[config.mk]
export PLATFORM = sky130hd
export DESIGN_NAME = sample_pack_time_tag_flat
export DESIGN_NICKNAME = d
export VERILOG_FILES = /design/src/core/sample_pack_pkg.sv /design/src/core/host_link_if.sv /design/src/core/bcd_time_counter.sv /design/src/core/sample_pack_time_tag.sv /design/src/flat_wrapper.sv
export SDC_FILE = /design/constraint.sdc
export NUM_CORES = 1
export LEC_CHECK = 0
export BUFFER_PORTS_ARGS = -buffer_cell sky130_fd_sc_hd__buf_2
export CAP_MARGIN = 5
export CORE_ASPECT_RATIO = 0.75
export CORE_UTILIZATION = 36
export CTS_CLUSTER_SIZE = 12
export DETAILED_ROUTE_END_ITERATION = 7
export GPL_TIMING_DRIVEN = 0
export PLACE_DENSITY = 0.57
export SLEW_MARGIN = 0
export SYNTH_ARGS = -nofsm -noshare
export SYNTH_HDL_FRONTEND = slang
export SYNTH_SLANG_ARGS = --single-unit
[constraint.sdc]
create_clock -name core_clk -period 10.7 [get_ports core_clk]
set_clock_uncertainty 0.2 [all_clocks]
set_input_delay 1.605 -clock core_clk [delete_from_list [all_inputs] [get_ports core_clk]]
set_output_delay 1.605 -clock core_clk [all_outputs]
set_load 0.1 [all_outputs]
[src/core/sample_pack_pkg.sv]
package sample_pack_pkg;
    localparam int SAMPLE_W = 6;
    localparam int SLOTS = 4;
    localparam int SLOT_W = 2;
    localparam int COLLECT_W = 24;
    localparam int REC_LEN = 4096;
    localparam int CONV_W = 12;
    localparam int LOW_DIGITS = 6;
    localparam int LOW_W = 24;
    localparam int HIGH_W = 30;
    localparam int TIME_W = 54;
    localparam int TWORD_W = 12;
    localparam int TWORDS = 5;
    localparam int TSEL_W = 3;
    localparam int TIME_PAD_W = 60;
    localparam int PLAY_ZERO_W = 12;
    localparam logic [SLOT_W-1:0] LAST_SLOT = 2'h3;
    localparam logic [TSEL_W-1:0] LAST_TSEL = 3'h4;
    localparam logic [CONV_W-1:0] LAST_CONV = 12'hfff;
    localparam logic [3:0] BCD_MAX = 4'h9;
    localparam logic [9:0] HEADER_MARK = 10'h2a5;
    typedef enum logic [1:0] {
        DR_IDLE = 2'b00,
        DR_HEAD = 2'b01,
        DR_TIME = 2'b11,
        DR_DATA = 2'b10
    } drain_state_t;
endpackage

[src/core/host_link_if.sv]
`timescale 1ns/100ps
interface host_link_if;
    import sample_pack_pkg::*;
    // Acquisition control
    logic start_cmd;
    logic stop_cmd;
    // Sample channel
    logic data_ready;
    logic data_req;
    logic data_ack;
    logic [SAMPLE_W-1:0] data_word;
    // Time channel
    logic time_ready;
    logic time_req;
    logic [TSEL_W-1:0] time_sel;
    logic time_ack;
    logic [TWORD_W-1:0] time_word;

    modport device (
        input start_cmd, stop_cmd, data_req, time_req, time_sel,
        output data_ready, data_ack, data_word,
        output time_ready, time_ack, time_word
    );
    modport host (
        output start_cmd, stop_cmd, data_req, time_req, time_sel,
        input data_ready, data_ack, data_word,
        input time_ready, time_ack, time_word
    );
endinterface

[src/core/bcd_time_counter.sv]
`timescale 1ns/100ps
module bcd_time_counter import sample_pack_pkg::*; (
    // Clock and reset
    input wire logic core_clk,
    input wire logic rst,
    // Count enable, one cycle per microsecond
    input wire logic tick,
    // Tenths of a second down to microseconds
    output logic [LOW_W-1:0] value
);
    logic [LOW_W-1:0] next_value;

    always_comb begin
        logic carry;
        carry = tick;
        next_value = value;
        for (int d = 0; d < LOW_DIGITS; d++) begin
            if (carry) begin
                if (value[d*4 +: 4] == BCD_MAX) begin
                    next_value[d*4 +: 4] = 4'h0;
                end else begin
                    next_value[d*4 +: 4] = value[d*4 +: 4] + 4'h1;
                    carry = 1'b0;
                end
            end
        end
    end

    // Wraps at a second boundary; seconds come from the timing source
    always_ff @(posedge core_clk or posedge rst) begin
        if (rst) begin
            value <= '0;
        end else begin
            value <= next_value;
        end
    end
endmodule

[src/core/sample_pack_time_tag.sv]
`timescale 1ns/100ps
module sample_pack_time_tag import sample_pack_pkg::*; (
    // Clock and reset
    input wire logic core_clk,
    input wire logic rst,
    // Converter pins
    input wire logic tone_in,
    input wire logic eoc_in,
    input wire logic [SAMPLE_W-1:0] adc_sample,
    output logic adc_convert,
    // Timing pins
    input wire logic tick_in,
    input wire logic [HIGH_W-1:0] station_timing_source,
    input wire logic playback_mode,
    // Status
    output logic running,
    output logic overrun,
    // Host side
    host_link_if.device link
);
    // Two-stage synchronisers for every pin
    logic [2:0] sync_a;
    logic [2:0] sync_b;
    logic [2:0] sync_prev;
    logic [SAMPLE_W-1:0] sample_a;
    logic [SAMPLE_W-1:0] sample_b;
    logic [HIGH_W-1:0] high_a;
    logic [HIGH_W-1:0] high_b;
    logic playback_a;
    logic playback_b;
    logic tone_rise;
    logic tick_rise;
    logic eoc_rise;
    logic take_sample;

    logic [SLOT_W-1:0] slot;
    logic [SLOT_W-1:0] rd_slot;
    logic word_full;
    logic [COLLECT_W-1:0] collect;
    logic [CONV_W-1:0] conv_count;
    logic time_strobe;
    logic time_held;
    logic [TIME_W-1:0] time_reg;
    logic [LOW_W-1:0] low_time;
    logic [LOW_W-1:0] low_tagged;
    logic last_time_read;
    logic last_data_read;

    function automatic logic [SAMPLE_W-1:0] pick_sample(
        input logic [COLLECT_W-1:0] w,
        input logic [SLOT_W-1:0] i
    );
        pick_sample = w[i*SAMPLE_W +: SAMPLE_W];
    endfunction

    // Word 0 carries the day digits, the last one the microseconds
    function automatic logic [TWORD_W-1:0] pick_time(
        input logic [TIME_W-1:0] t,
        input logic [TSEL_W-1:0] i
    );
        logic [TIME_PAD_W-1:0] padded;
        padded = {{(TIME_PAD_W-TIME_W){1'b0}}, t};
        pick_time = padded[(TWORDS-1-i)*TWORD_W +: TWORD_W];
    endfunction

    always_ff @(posedge core_clk or posedge rst) begin
        if (rst) begin
            sync_a <= '0;
            sync_b <= '0;
            sync_prev <= '0;
            sample_a <= '0;
            sample_b <= '0;
            high_a <= '0;
            high_b <= '0;
            playback_a <= 1'b0;
            playback_b <= 1'b0;
        end else begin
            sync_a <= {eoc_in, tick_in, tone_in};
            sync_b <= sync_a;
            sync_prev <= sync_b;
            sample_a <= adc_sample;
            sample_b <= sample_a;
            high_a <= station_timing_source;
            high_b <= high_a;
            playback_a <= playback_mode;
            playback_b <= playback_a;
        end
    end

    assign tone_rise = sync_b[0] & ~sync_prev[0];
    assign tick_rise = sync_b[1] & ~sync_prev[1];
    assign eoc_rise = sync_b[2] & ~sync_prev[2];
    // Pulses ignored while stopped or word unread
    assign take_sample = eoc_rise & running & ~word_full;
    assign last_data_read = link.data_req & word_full &
        (rd_slot == LAST_SLOT);
    assign last_time_read = link.time_req & time_held &
        (link.time_sel == LAST_TSEL);

    always_ff @(posedge core_clk or posedge rst) begin
        if (rst) begin
            adc_convert <= 1'b0;
        end else begin
            adc_convert <= tone_rise & running;
        end
    end

    always_ff @(posedge core_clk or posedge rst) begin
        if (rst) begin
            running <= 1'b0;
        end else if (link.stop_cmd) begin
            running <= 1'b0;
        end else if (link.start_cmd) begin
            running <= 1'b1;
        end
    end

    // Sticky until the next start so lost samples stay visible
    always_ff @(posedge core_clk or posedge rst) begin
        if (rst) begin
            overrun <= 1'b0;
        end else if (eoc_rise & running & word_full) begin
            overrun <= 1'b1;
        end else if (link.start_cmd) begin
            overrun <= 1'b0;
        end
    end

    always_ff @(posedge core_clk or posedge rst) begin
        if (rst) begin
            slot <= '0;
            collect <= '0;
        end else if (!running) begin
            slot <= '0;
        end else if (take_sample) begin
            collect[slot*SAMPLE_W +: SAMPLE_W] <= sample_b;
            slot <= slot + 2'h1;
        end
    end

    always_ff @(posedge core_clk or posedge rst) begin
        if (rst) begin
            word_full <= 1'b0;
        end else if (!running) begin
            word_full <= 1'b0;
        end else if (take_sample && slot == LAST_SLOT) begin
            word_full <= 1'b1;
        end else if (last_data_read) begin
            word_full <= 1'b0;
        end
    end

    always_ff @(posedge core_clk or posedge rst) begin
        if (rst) begin
            conv_count <= '0;
            time_strobe <= 1'b0;
        end else if (!running) begin
            conv_count <= '0;
            time_strobe <= 1'b0;
        end else begin
            time_strobe <= take_sample && conv_count == '0;
            if (take_sample) begin
                conv_count <= conv_count + 12'h1;
            end
        end
    end

    bcd_time_counter u_low_time (
        .core_clk(core_clk),
        .rst(rst),
        .tick(tick_rise),
        .value(low_time)
    );

    assign low_tagged = playback_b ?
        {low_time[LOW_W-1:PLAY_ZERO_W], {PLAY_ZERO_W{1'b0}}} : low_time;

    // Load on strobe, hold until read
    always_ff @(posedge core_clk or posedge rst) begin
        if (rst) begin
            time_reg <= '0;
            time_held <= 1'b0;
        end else if (time_strobe && (!time_held || last_time_read)) begin
            // High part from the timing source
            time_reg <= {high_b, low_tagged};
            time_held <= 1'b1;
        end else if (last_time_read) begin
            time_held <= 1'b0;
        end
    end

    always_ff @(posedge core_clk or posedge rst) begin
        if (rst) begin
            rd_slot <= '0;
            link.data_ack <= 1'b0;
            link.data_word <= '0;
        end else begin
            link.data_ack <= link.data_req & word_full;
            if (!running) begin
                rd_slot <= '0;
            end else if (link.data_req && word_full) begin
                link.data_word <= pick_sample(collect, rd_slot);
                rd_slot <= rd_slot + 2'h1;
            end
        end
    end

    always_ff @(posedge core_clk or posedge rst) begin
        if (rst) begin
            link.time_ack <= 1'b0;
            link.time_word <= '0;
        end else begin
            link.time_ack <= link.time_req & time_held;
            if (link.time_req && time_held) begin
                link.time_word <= pick_time(time_reg, link.time_sel);
            end
        end
    end

    assign link.data_ready = word_full;
    assign link.time_ready = time_held;
endmodule

[src/flat_wrapper.sv]
// flat-port wrapper written by rule: the top's interface ports become plain ports
module sample_pack_time_tag_flat import sample_pack_pkg::*;
  (core_clk, rst, tone_in, eoc_in, adc_sample, adc_convert, tick_in, station_timing_source, playback_mode, running, overrun, link_start_cmd, link_stop_cmd, link_data_req, link_time_req, link_time_sel, link_data_ready, link_data_ack, link_data_word, link_time_ready, link_time_ack, link_time_word);
  host_link_if link_i ();
  input wire logic core_clk;
  input wire logic rst;
  input wire logic tone_in;
  input wire logic eoc_in;
  input wire logic [SAMPLE_W-1:0] adc_sample;
  output logic adc_convert;
  input wire logic tick_in;
  input wire logic [HIGH_W-1:0] station_timing_source;
  input wire logic playback_mode;
  output logic running;
  output logic overrun;
  input wire logic [$bits(link_i.start_cmd)-1:0] link_start_cmd;
  input wire logic [$bits(link_i.stop_cmd)-1:0] link_stop_cmd;
  input wire logic [$bits(link_i.data_req)-1:0] link_data_req;
  input wire logic [$bits(link_i.time_req)-1:0] link_time_req;
  input wire logic [$bits(link_i.time_sel)-1:0] link_time_sel;
  output wire logic [$bits(link_i.data_ready)-1:0] link_data_ready;
  output wire logic [$bits(link_i.data_ack)-1:0] link_data_ack;
  output wire logic [$bits(link_i.data_word)-1:0] link_data_word;
  output wire logic [$bits(link_i.time_ready)-1:0] link_time_ready;
  output wire logic [$bits(link_i.time_ack)-1:0] link_time_ack;
  output wire logic [$bits(link_i.time_word)-1:0] link_time_word;
  assign link_i.start_cmd = link_start_cmd;
  assign link_i.stop_cmd = link_stop_cmd;
  assign link_i.data_req = link_data_req;
  assign link_i.time_req = link_time_req;
  assign link_i.time_sel = link_time_sel;
  assign link_data_ready = link_i.data_ready;
  assign link_data_ack = link_i.data_ack;
  assign link_data_word = link_i.data_word;
  assign link_time_ready = link_i.time_ready;
  assign link_time_ack = link_i.time_ack;
  assign link_time_word = link_i.time_word;
  sample_pack_time_tag u_core (.core_clk(core_clk), .rst(rst), .tone_in(tone_in), .eoc_in(eoc_in), .adc_sample(adc_sample), .adc_convert(adc_convert), .tick_in(tick_in), .station_timing_source(station_timing_source), .playback_mode(playback_mode), .running(running), .overrun(overrun), .link(link_i));
endmodule
# == Yosys cells after proc, flatten, opt, wreduce, memory -nomap -nowiden ==
# Index checks and enable logic that the tools add are counted.
# Widths: inputs -> output; s select.
# totals
reg_bits,227
inputBits,49
out_inout_bits,25
# classes
n_addsub,11
multipliers,3
n_eq_ne,12
shifts,4
mux,34
n_bitwise,15
n_reduce_logical,13
# op_table
op,count
$shiftx 60x33->12,1
$mux 12,3
$neg 5->34,1
$shift 6x34->24 const A,1
$shiftx 6x34->24,1
$mul 32x2->30 const B,1
$add 4x1->4 const B,6
$bwmux 24,1
$eq 4x4->1 const B,6
$mux 4,6
$shiftx 24x6->6,1
$mux 1,20
$add 12x1->12 const B,1
$logic_not 12->1,1
$and 1x1->1,11
$mul 2x2->4 const B,2
$mux 2,4
$reduce_bool 2->1,3
$logic_and 1x1->1,5
$add 2x1->2 const B,2
$eq 2x2->1 const B,2
$ne 2x2->1 const B,2
$not 1->1,4
$reduce_and 2->1,2
other kinds (5),5

# == Logic depth before layout (Yosys ltp) ==
# Gate-level depths: netlist of run 1.
# depth
word_depth,7
ltp_mapped,11
ltp_nobuf,9

# == Hierarchy ==
# From an unflattened synthesis of run 1, not the netlist that was laid out.
# hier_totals
cells_unflattened,819
area_unflattened_um2,9810.7
# by_module_without_submodules
module,instances,cells_each,area_per_inst_um2
sample_pack_time_tag,1,704,8598.2
bcd_time_counter,1,115,1212.4

# == Least setup slack after synthesis of run 1 ==
# No wires, ideal clock.
# synth_path
path_type,input to register
start,input port link_time_sel[0]
end,register u_core.link.time_word[4]
arrival_time_ps,3769
required_ps,10369
path_slack_ps,6600
stages,11
path_buffers,2
cell_sequence,buf_4 > clkinv_1 > ha_1 > ha_1 > ha_1 > a21o_1 > xnor2_2 > clkbuf_1 > o21ai_0 > nor2_1 > o31ai_1
# synth_via
elab_chain_len,3
# synth_lines
element,line_no,text
start: declaration,flat_wrapper.sv:20,input wire logic [$bits(link_i.time_sel)-1:0] link_time_sel;
$sub 3x3->4,sample_pack_time_tag.sv:63,pick_time = padded[(TWORDS-1-i)*TWORD_W +: TWORD_W];
$mul 32x2->30,sample_pack_time_tag.sv:63,
$shiftx 60x33->12,sample_pack_time_tag.sv:63,
end signal: assignment,sample_pack_time_tag.sv:215,"link.time_word <= pick_time(time_reg, link.time_sel);"
end: declaration,host_link_if.sv:22,"output time_ready, time_ack, time_word"
# No other way between the ends.
# A chain may end at the register's enable or synchronous reset.

# == Worst setup path in the final report of run 1 ==
# Ends and elaborated chain as after synthesis.

==> results of run 1 <==
[layout make-up]
type / instances / share of cell area, %
clock buffers: 32 / 5.99
well taps: 351 / 3.80
plain buffers: 43 / 1.71
repair buffers: 75 / 3.45
inverters: 18 / 0.650
flip-flops and latches: 227 / 49.2
clock inverters: 7 / 0.932
multi-input cells: 574 / 34.3
[critical path, cell delays in order]
cell and delay [ps]:
buf_2 160, buf_4 210, clkinv_1 290, ha_1 310, ha_1 320, ha_1 290
a21o_1 280, xnor2_2 400, clkbuf_1 460, o21ai_0 230, nor2_1 140, o31ai_1 90
[synth_stat cells (3+ instances only)]
master | number | area (µm²)
nor2b_1 | 22 | 138
nor3b_2 | 3 | 37.5
nor3_1 | 5 | 25.0
o21ai_1 | 3 | 15.0
nand2_1 | 100 | 375
buf_2 | 11 | 55.1
nand3b_1 | 5 | 37.5
o2bb2ai_1 | 3 | 26.3
xor2_1 | 6 | 52.6
or2b_1 | 5 | 37.5
a22oi_1 | 8 | 60.1
and2_1 | 12 | 75.1
and3_1 | 3 | 18.8
ha_1 | 14 | 175
dfrtp_1 | 227 | 5680
xnor2_1 | 16 | 140
a32oi_1 | 3 | 26.3
mux4_2 | 7 | 158
a221oi_1 | 17 | 149
mux2i_1 | 22 | 220
nor3b_1 | 6 | 45.0
buf_4 | 4 | 30.0
nand2b_1 | 14 | 87.6
mux2_2 | 51 | 574
a31oi_1 | 4 | 25.0
nor2_1 | 36 | 135
o21ai_0 | 64 | 320
a211oi_1 | 6 | 45.0
o31ai_1 | 18 | 135
nand3_1 | 23 | 115
clkbuf_1 | 20 | 75.1
nor4_1 | 7 | 43.8
o211ai_1 | 3 | 22.5
a22o_1 | 5 | 43.8
nand4_1 | 7 | 43.8
a21oi_1 | 38 | 190
inv_1 | 15 | 56.3
buf_1 | 7 | 26.3
a21o_1 | 6 | 45.0
[cells by family after synthesis]
family	synth area share [%]
AND/OR/NAND/NOR	13.8
flip-flops	57.4
AO/OA/AOI/OAI	12.3
multiplexers	9.77
buffers and inverters	2.68
XOR/XNOR	2.27
adder cells (fa/ha/maj)	1.77
[per-layer routing]
layer	wire (µm)	global-route usage, %
met5	0	0
met4	536	4.80
met3	2000	4.77
met2	9820	23.8
met1	12500	28.1
[per-stage QoR]
| stage | TNS [ps] | hold WS (ps) | total power [W] | area [µm²] | setup WS (ps) |
|---|---|---|---|---|---|
| 4_1_cts | 0 | 145 | 0.00235 | 11500 | 6250 |
| 3_5_place_dp | 0 | 135 | 0.00150 | 10700 | 5700 |
| 2_1_floorplan | 0 | 131 | 0.00136 | 9900 | 2680 |
| 5_1_grt | 0 | 152 | 0.00243 | 11500 | 5960 |
| 3_3_place_gp | -149 | 132 | 0.00149 | 10700 | -5.85 |
| 6_report | 0 | 145 | 0.00233 | 11500 | 6100 |
[worst min-delay path by stage]
stage	start	end	slack, ps	depth (start not counted)
final	u_core.high_a[3]$_DFF_PP0_	u_core.high_b[3]$_DFF_PP0_	140	0
after global routing	u_core.high_a[28]$_DFF_PP0_	u_core.high_b[28]$_DFF_PP0_	150	0
after CTS	u_core.high_a[3]$_DFF_PP0_	u_core.high_b[3]$_DFF_PP0_	140	0
after detailed placement	u_core.high_a[25]$_DFF_PP0_	u_core.high_b[25]$_DFF_PP0_	130	0
after global placement	u_core.sync_a[0]$_DFF_PP0_	u_core.sync_b[0]$_DFF_PP0_	130	0
after floorplan	u_core.high_a[0]$_DFF_PP0_	u_core.high_b[0]$_DFF_PP0_	130	0
[where the power goes]
part | total [W] | internal (W) | leakage, nW | switching [W]
Sequential | 0.00104 | 0.000951 | 2.88 | 0.0000889
Combinational | 0.000443 | 0.000139 | 1.87 | 0.000305
Clock | 0.000843 | 0.000502 | 0.383 | 0.000341
==> summary.txt, run 1 <==
Run status
  • Status: finished, violations left
  • Failing checks: design-rule violations

Finish
  • Register area: 0.00568 mm²
  • Final core occ: a little over two fifths
  • Layout area overhead: 16.6%
  • Commonest cells after routing, fill and taps aside: 227 x dfrtp_1, 100 x nand2_1, 84 x buf_2
  • Max FFs per register: 54
  • Finished Layout Cells: 1327
  • # diodes: 0
  • Commonest non-fill, non-tap cell in the layout: dfrtp_1
  • Combined area of the multi-input logic cells: slightly below 0.004 mm²
  • Layout cell share with drive strength beyond 1: between 20% and 30%
  • Fillers: 2548
  • Final nets: between 1000 and 1500

Hold path
  • Hold Path Class: reg2reg

Detailed routing
  • DR DRC count: 4
  • First DRT Iteration DRCs: 615
  • Avg WL per Cell: 18.7 µm
  • Vias: just over 7000
  • Post-Route WL: ~25000 µm
  • Vias per cell: around 5.3
  • Routed Antenna Nets: 0
  • DR pass1 iterations: 7

Synth
  • Post-synthesis sequential area ratio: 57.4%
  • Syn Std Cell Area: around 0.0099 mm²
  • Mapped Cells: roughly 860
  • Ys async rst share: 100%
  • Synthesized area per cell: between 10 and 15 µm²
  • Synth warn: 0
  • Most common flop cell mapped by yosys: dfrtp_1
  • Unique masters post-synth: 66
  • Syn Nets: roughly 900
  • Number of synthesized flops with an enable pin: 0
  • #FFs+latches synth: around 230

GRT
  • Antenna violations before repair: 0
  • Total grt overflow: 0
  • Number of global-route vias before repair: 6765
  • First-pass GRT wire length: roughly 40000 µm
  • Largest net degree at the start of global routing: between 100 and 150
  • GRT Util Overall: between 15 and 20%

Critical path
  • Worst setup endpoint: u_core.link.time_word[4]$_DFFE_PP0P_
  • Critical path launch point: link_time_sel[0]
  • Setup crit end kind: flop
  • Data arrival, critical path: 4790 ps
  • R2R setup slack: ~7900 ps
  • CP required: approximately 11000 ps
  • RR Startpoint: u_core.slot[0]$_DFFE_PP0P_
  • CP max FO: 10
  • Setup crit start kind: input pin
  • R2R depth: 6
  • Kind of critical path: in2reg
  • Reg-to-reg critical path endpoint: u_core.collect[10]$_DFFE_PP0P_

Die
  • Die width: about 190 µm
  • Die H: 146 µm
  • I/O pin count: 74
  • Die area: 0.0282 mm²
  • Core Region: 0.0270 mm²
  • Initial Util: about 37%
  • # rows: 52

STA
  • Fin. max-slew vios: 0
  • Worst-Margin Slew: about 1000 ps
  • Crit path time final: about 4600 ps
  • Fmax: around 220 MHz
  • Setup violations, final: 0
  • Slew headroom: 30.4%
  • RSZ-0062 raised after global routing: false
  • Post-route clock period utilization: roughly 43%
  • Final Hold Viols: 0

Pwr
  • Leakage: between 5 and 6 nW
  • Pwr Density: between 200 and 250 mW/mm²
  • Peak VDD IR: 0.115 mV

Clock tree
  • Max clock buf depth: 3
  • H-tree Lvls: 1
  • Hold buffers post-CTS: 0
  • Cts bufs inserted: 25
  • CTS Root Cell: clkbuf_16
  • CTS tree: built
  • Clk sinks: 227
  • Post-CTS sizing: 0
  • Register clock-pin slew on the reported worst setup and hold paths: 60 ps
  • Clk Latency, worst-skew pair: 530 ps
  • Setup Buffers After CTS: 0

Place
  • Placed insts: 1287
  • DP HPWL: ~18000 µm
  • Placer Congestion: 0.966
  • I/O Buffers: 73

Job
  • Max Cap Violations: 0
Power figures use the tool's default switching activity.
==> run 2, diff against run 1 <==
ABC_AREA = 1   (was unset)
PLACE_DENSITY = 0.59   (was 0.57)
clock period = 3.75 ns   (was 10.7 ns; I/O delays follow)
==> run 2 against run 1 <==
Register-to-register slack got worse by 7200 ps. Global-route usage increased by 1.2 points. The flow now finishes without violations. Clock power rose to 2.8 times the previous value. First-iteration DRC count up 38%. Largest power group unchanged. Sequential power grew to 2.8 times the previous value. Via count is 19% higher.
==> summary.txt, run 2 <==
GRT
  • Largest net degree at the start of global routing: between 40 and 50
  • Number of global-route vias before repair: 7874
  • GRT Util Overall: between 10% and 20%
  • Antenna violations before repair: 0
  • Total grt overflow: 0
  • First-pass GRT wire length: 42900 µm

Clock tree
  • Clk Latency, worst-skew pair: 540 ps
  • Setup Buffers After CTS: 0
  • CTS Root Cell: clkbuf_16
  • Cts bufs inserted: 25
  • Register clock-pin slew on the reported worst setup and hold paths: about 60 ps
  • Clk sinks: 227
  • H-tree Lvls: 1
  • Max clock buf depth: 3
  • CTS tree: built

Finish
  • Layout cell share with drive strength beyond 1: about 11%
  • Commonest non-fill, non-tap cell in the layout: nand2_1
  • Max FFs per register: 54
  • # diodes: 0
  • Final nets: 1374
  • Layout area overhead: 21.5%
  • Commonest cells after routing, fill and taps aside: 357 x nand2_1, 227 x dfrtp_1, 110 x inv_1

Die
  • Initial Util: a little under two fifths
  • Die width: approximately 190 µm
  • Die area: 0.0285 mm²
  • I/O pin count: 74
  • Core Region: around 0.027 mm²
  • Die H: ~150 µm
  • # rows: between 50 and 60

Synth
  • Cell taking the most area after synthesis: dfrtp_1
  • Synthesized area per cell: about 8.6 µm²
  • Synth warn: 0
  • #FFs+latches synth: 227
  • Most common flop cell mapped by yosys: dfrtp_1
  • Simple-gate area share of the yosys netlist: between 20 and 25%
  • Mapped Cells: roughly 1200
  • Most frequent cells after synthesis: 357 x nand2_1, 227 x dfrtp_1, 111 x inv_1
  • Most frequent cell after synthesis: nand2_1
  • Syn Nets: 1226
  • Synth area leaders: dfrtp_1 57%, nand2_1 13%, o21ai_0 5.0%
  • Yosys top cell area share: a little under three fifths
  • Adder-Cell Fraction of Synth Area: ~1.8%
  • Ys async rst share: between 90% and 100%
  • Largest family of logic cells by synthesized area: simple AND/OR/NAND/NOR gates
  • Unique masters post-synth: 43
  • Post-synthesis sequential area ratio: between 50% and 60%
  • Compound-Gate Fraction of Synth Area: between 10% and 20%
  • XOR/XNOR share of the synthesized area: under 10%
  • Post-synthesis mux area share: 0%
  • Number of synthesized flops with an enable pin: 0
  • Syn Std Cell Area: about 0.01 mm²

Critical path
  • CP max FO: 10
  • Reg-to-reg critical path endpoint: u_core.collect[15]$_DFFE_PP0P_
  • R2R setup slack: 750 ps
  • CP required: 3970 ps
  • R2R depth: 9
  • RR Startpoint: u_core.slot[0]$_DFFE_PP0P_
  • Setup crit end kind: flop
  • Data arrival, critical path: 3270 ps
  • Setup crit start kind: input pin
  • Kind of critical path: in2reg

Pwr
  • Pwr Density: roughly 570 mW/mm²
  • Clock Power Share: 34.8%
  • Internal: approximately 0.0045 W
  • Leakage: between 5 and 6 nW
  • Seq pwr share: a little over two fifths
  • Gate power share: around 22%
  • Psw: 0.00236 W
  • Switch share: 34.3%
  • Peak VDD IR: approximately 0.35 mV

Run status
  • Status: finished clean

Detailed routing
  • Vias: between 8000 and 9000
  • First DRT Iteration DRCs: 849
  • Avg WL per Cell: around 16 µm
  • DR pass1 iterations: 5
  • Post-Route WL: about 27000 µm
  • Vias per cell: ~5.0
  • DR DRC count: 0
  • Routed Antenna Nets: 0

STA
  • Worst hold slack: between 20 and 25 ps
  • Setup TNS: 0 ps
  • Post-route clock period utilization: about four fifths
  • Fin. max-slew vios: 0
  • RSZ-0062 raised after global routing: false
  • Final Hold Viols: 0
  • Worst-Margin Slew: between 600 and 700 ps
  • Setup violations, final: 0
  • Final worst-path setup slack: approximately 700 ps
  • Crit path time final: roughly 3100 ps
  • Slew headroom: ~55%
  • Fmax: roughly 330 MHz

Place
  • I/O Buffers: 73
  • Placer Congestion: between 1 and 1.5
  • Worst slack, placed: between 200 and 300 ps
  • DP HPWL: between 15000 and 20000 µm

Hold path
  • WHS Path Cells: 2
  • Min-Delay Endpoint: u_core.overrun$_DFFE_PP0P_
  • Min-delay src: link_start_cmd
  • Hold Path Class: in2reg

Job
  • Max Cap Violations: 0
## run 2: changes by cell type after synthesis, sizes merged, moves of 10 or more
cell,change
a21oi,+10
a221oi,-17
and2,-12
inv,+97
mux2,-52
mux2i,-22
nand2,+261
nand2b,-15
nand3,+58
nor2,+48
nor2b,-22
o21ai,+34
xnor2,-15
## run 2: repair_timing
| item | CTS | global route |
|---|---|---|
| resized for setup | 0 | 0 |
| hold buffers | 42 | 0 |
| hold endpoints to repair | 62 | 0 |
## run 2: layer usage
metal	GRT usage, %	vias to the layer above	wire [µm]
met3	6.38	32	2700
met5	0	-	0
met2	25.3	305	10300
li1	-	4076	-
met1	29.8	3952	13400
met4	3.53	0	403
## run 2: critical path: stages
cell and delay, ps:
buf_2 120, inv_1 260, ha_1 420, ha_1 370
a21oi_1 150, nand2_1 60, nand2_1 170, clkbuf_1 420
buf_2 320, nand4_1 180, nand2_1 160, nand2_1 70
## run 2: worst max-delay path by stage
stage	cells after the start	end	slack [ps]	from
after floorplan	1	u_core.adc_convert$_DFF_PP0_	20	rst
after global placement	2	u_core.high_a[12]$_DFF_PP0_	-1460	rst
after detailed placement	12	u_core.link.time_word[5]$_DFFE_PP0P_	270	link_time_sel[0]
after CTS	9	u_core.collect[7]$_DFFE_PP0P_	800	u_core.slot[0]$_DFFE_PP0P_
after global routing	12	u_core.link.time_word[0]$_DFFE_PP0P_	520	link_time_sel[0]
final	12	u_core.link.time_word[5]$_DFFE_PP0P_	700	link_time_sel[0]
## run 2: through the flow
| stage | total power (W) | area, µm² | utilization, % | std cells |
|---|---|---|---|---|
| floorplan | 0.00404 | 10000 | - | 1163 |
| global placement | 0.00445 | 10800 | 39.9 | 1587 |
| detailed placement | 0.00448 | 10900 | 40.3 | 1593 |
| CTS | 0.00696 | 12200 | 44.8 | 1677 |
| global route | 0.00724 | 12200 | 44.8 | 1677 |
| finish | 0.00690 | 12200 | 44.8 | 1677 |
## run 2: power by group through the flow
| stage | Combinational, W | Clock (W) | Sequential (W) |
|---|---|---|---|
| 2_1_floorplan | 0.000640 | 0 | 0.00340 |
| 3_3_place_gp | 0.00145 | 0 | 0.00299 |
| 3_5_place_dp | 0.00148 | 0 | 0.00300 |
| 4_1_cts | 0.00152 | 0.00249 | 0.00295 |
| 5_1_grt | 0.00166 | 0.00259 | 0.00299 |
| 6_report | 0.00154 | 0.00240 | 0.00296 |
## run 2: area by class of cell
| cell class | instances | area (µm²) |
|---|---|---|
| fill | 2647 | 15000 |
| clock inverter | 6 | 75.1 |
| inverter | 115 | 435 |
| clock buffer | 36 | 727 |
| tap | 351 | 439 |
| buffer | 39 | 175 |
| multi-input combinational | 782 | 3720 |
| sequential | 227 | 5680 |
| timing repair buffer | 121 | 906 |
## run 2: cells by family (layout without fill, tap and decap cells)
kind of cell / count (synthesis) / after routing
DFF: 227 / 227
AOI/OAI and AO/OA: 210 / 210
xor gates and xnor gates: 12 / 12
and+or+nand+nor: 546 / 546
buffers and inverters: 154 / 317
adders and majority gates: 14 / 14
==> run 3, diff against run 2 <==
clock period = 2.4 ns   (was 3.75 ns; I/O delays follow)
==> run 3 against run 2 <==
Largest cell class unchanged. Non-clock buffer count rose by 11. Highest routed layer unchanged. Critical endpoint unchanged. Sequential cell count is the same. Sequential power grew 56%. Critical path depth up 1.
==> summary.txt, run 3 (synthesis results as in run 2) <==
Clock tree
  • Register clock-pin slew on the reported worst setup and hold paths: 60 ps
  • Cts bufs inserted: 25
  • CTS tree: built
  • Clk sinks: approximately 230
  • CTS Root Cell: clkbuf_16
  • Max clock buf depth: 3
  • Clk Latency, worst-skew pair: about 550 ps
  • H-tree Lvls: 1

STA
  • Slew headroom: a little over half
  • RSZ-0062 raised after global routing: true
  • Crit path time final: ~2300 ps
  • Post-route clock period utilization: ~96%
  • Fin. max-slew vios: 0
  • Setup TNS: 0 ps
  • Setup violations, final: 0
  • Fmax: about 430 MHz
  • Worst-Margin Slew: between 600 and 700 ps
  • Final Hold Viols: 0

GRT
  • Largest net degree at the start of global routing: between 40 and 50
  • Number of global-route vias before repair: 7778
  • GRT Util Overall: between 10% and 20%
  • Total grt overflow: 0
  • Antenna violations before repair: 0
  • First-pass GRT wire length: about 43000 µm

Die
  • Core Region: between 0.02 and 0.03 mm²
  • Die width: just under 200 µm
  • Initial Util: 36.9%
  • Die H: ~150 µm
  • # rows: 52
  • Die area: approximately 0.028 mm²
  • I/O pin count: 74

Finish
  • Layout area overhead: 23.0%
  • Final instance area: approximately 0.012 mm²
  • Layout cell share with drive strength beyond 1: about an eighth
  • Commonest non-fill, non-tap cell in the layout: nand2_1
  • Final nets: ~1400
  • Commonest cells after routing, fill and taps aside: 355 x nand2_1, 226 x dfrtp_1, 107 x inv_1
  • Max FFs per register: 54
  • # diodes: 0

Place
  • DP HPWL: roughly 20000 µm
  • I/O Buffers: 73
  • Placer Congestion: 0.982
  • Placed cell areas: 0.0110 mm²

Critical path
  • Slowest stage cell, crit path: ha_1
  • Setup crit end kind: flop
  • Crit-path max cell delay: around 300 ps
  • Crit-path leading delay family: adder cells
  • Critical path launch point: link_time_sel[0]
  • R2R setup slack: around 100 ps
  • R2R depth: 11
  • Data arrival, critical path: between 2000 and 3000 ps
  • WP buf/inv: 4
  • CP required: approximately 2600 ps
  • Reg-to-reg critical path endpoint: u_core.collect[22]$_DFFE_PP0P_
  • RR Startpoint: u_core.slot[0]$_DFFE_PP0P_
  • CP max FO: 10
  • Cell Chain, Critical Path: buf_2, clkinvlp_4, ha_2, ha_1, ha_1, a21o_1, nand2_1, nand2_2, clkbuf_8, buf_4, nand4_1, nand2_1, nand2_1
  • Most used cell, CP: nand2_1
  • Setup crit start kind: input pin
  • Kind of critical path: in2reg

Detailed routing
  • Vias per cell: 4.97
  • First DRT Iteration DRCs: ~800
  • Vias: about 8400
  • DR pass1 iterations: 5
  • Post-Route WL: roughly 27000 µm
  • DR DRC count: 0
  • Routed Antenna Nets: 0
  • Avg WL per Cell: 16.0 µm

Pwr
  • Leakage: ~5.9 nW
  • Pwr Density: 873 mW/mm²
  • Peak VDD IR: ~0.45 mV

Hold path
  • Hold Path Class: in2async

Run status
  • Status: finished clean

Job
  • Max Cap Violations: 0
run 3: final cells by class:
class                   instances  area [µm²]
clock inverters                 9        87.6
fillers                      2642       14800
well taps                     351         439
plain buffers                  39         191
inverters                     115         442
repair buffers                132         998
flip-flops and latches        227        5680
clock buffers                  31         688
multi-input cells             782        3780
run 3: power by group:
group	switching (W)	internal [W]	total [W]
registers	0.000331	0.00429	0.00462
clock network	0.00154	0.00213	0.00367
logic	0.00183	0.000617	0.00245
run 3: metal layers:
layer / vias to the layer above / track usage (%) / wire, µm
met1: 3957 / 30.6 / 13900
li1: 4088 / - / -
met5: - / 0 / 0
met3: 31 / 6.54 / 2520
met2: 296 / 24.3 / 10100
met4: 0 / 4.01 / 430
run 3: worst register-to-register path: stages, from the launching register on:
cell      delay [ps]
dfrtp_2          420
inv_4             80
ha_1             190
buf_2            170
inv_1            100
clkbuf_4         210
nand3_1           90
o21ai_1          130
nand2_1           80
o21ai_0          120
inv_1            140
o31ai_1          270
run 3: metrics by stage:
| stage | power (W) | util (%) | hold slack [ps] | cells | setup WS [ps] |
|---|---|---|---|---|---|
| 2_1_floorplan | 0.00633 | - | 131 | 1163 | -1130 |
| 3_5_place_dp | 0.00701 | 40.4 | 99.3 | 1593 | -555 |
| 4_1_cts | 0.0108 | 45.0 | 68.6 | 1679 | 6.86 |
| 6_report | 0.0107 | 45.4 | 77.8 | 1686 | 99.9 |
| 5_1_grt | 0.0113 | 45.4 | 88.9 | 1686 | -14.9 |
| 3_3_place_gp | 0.00697 | 40.0 | 132 | 1587 | -2630 |
run 3: worst max-delay path by stage:
stage / endpoint / slack, ps / cells past startpoint
finish: u_core.link.time_word[5]$_DFFE_PP0P_ / 100 / 13
global route: u_core.link.time_word[0]$_DFFE_PP0P_ / -10 / 13
CTS: u_core.link.time_word[0]$_DFFE_PP0P_ / 7 / 12
detailed placement: u_core.link.time_word[0]$_DFFE_PP0P_ / -550 / 12
global placement: u_core.high_a[11]$_DFF_PP0_ / -2630 / 2
floorplan: u_core.adc_convert$_DFF_PP0_ / -1130 / 1
run 3: timing repair:
action / 4_1_cts / 5_1_grt
buffers inserted: 0 / 7
resized for setup: 5 / 16
hold buffers: 46 / 0
hold endpoints to repair: 120 / 0
endpoints found under the setup margin: 20 / 41
pin swaps: 0 / 2
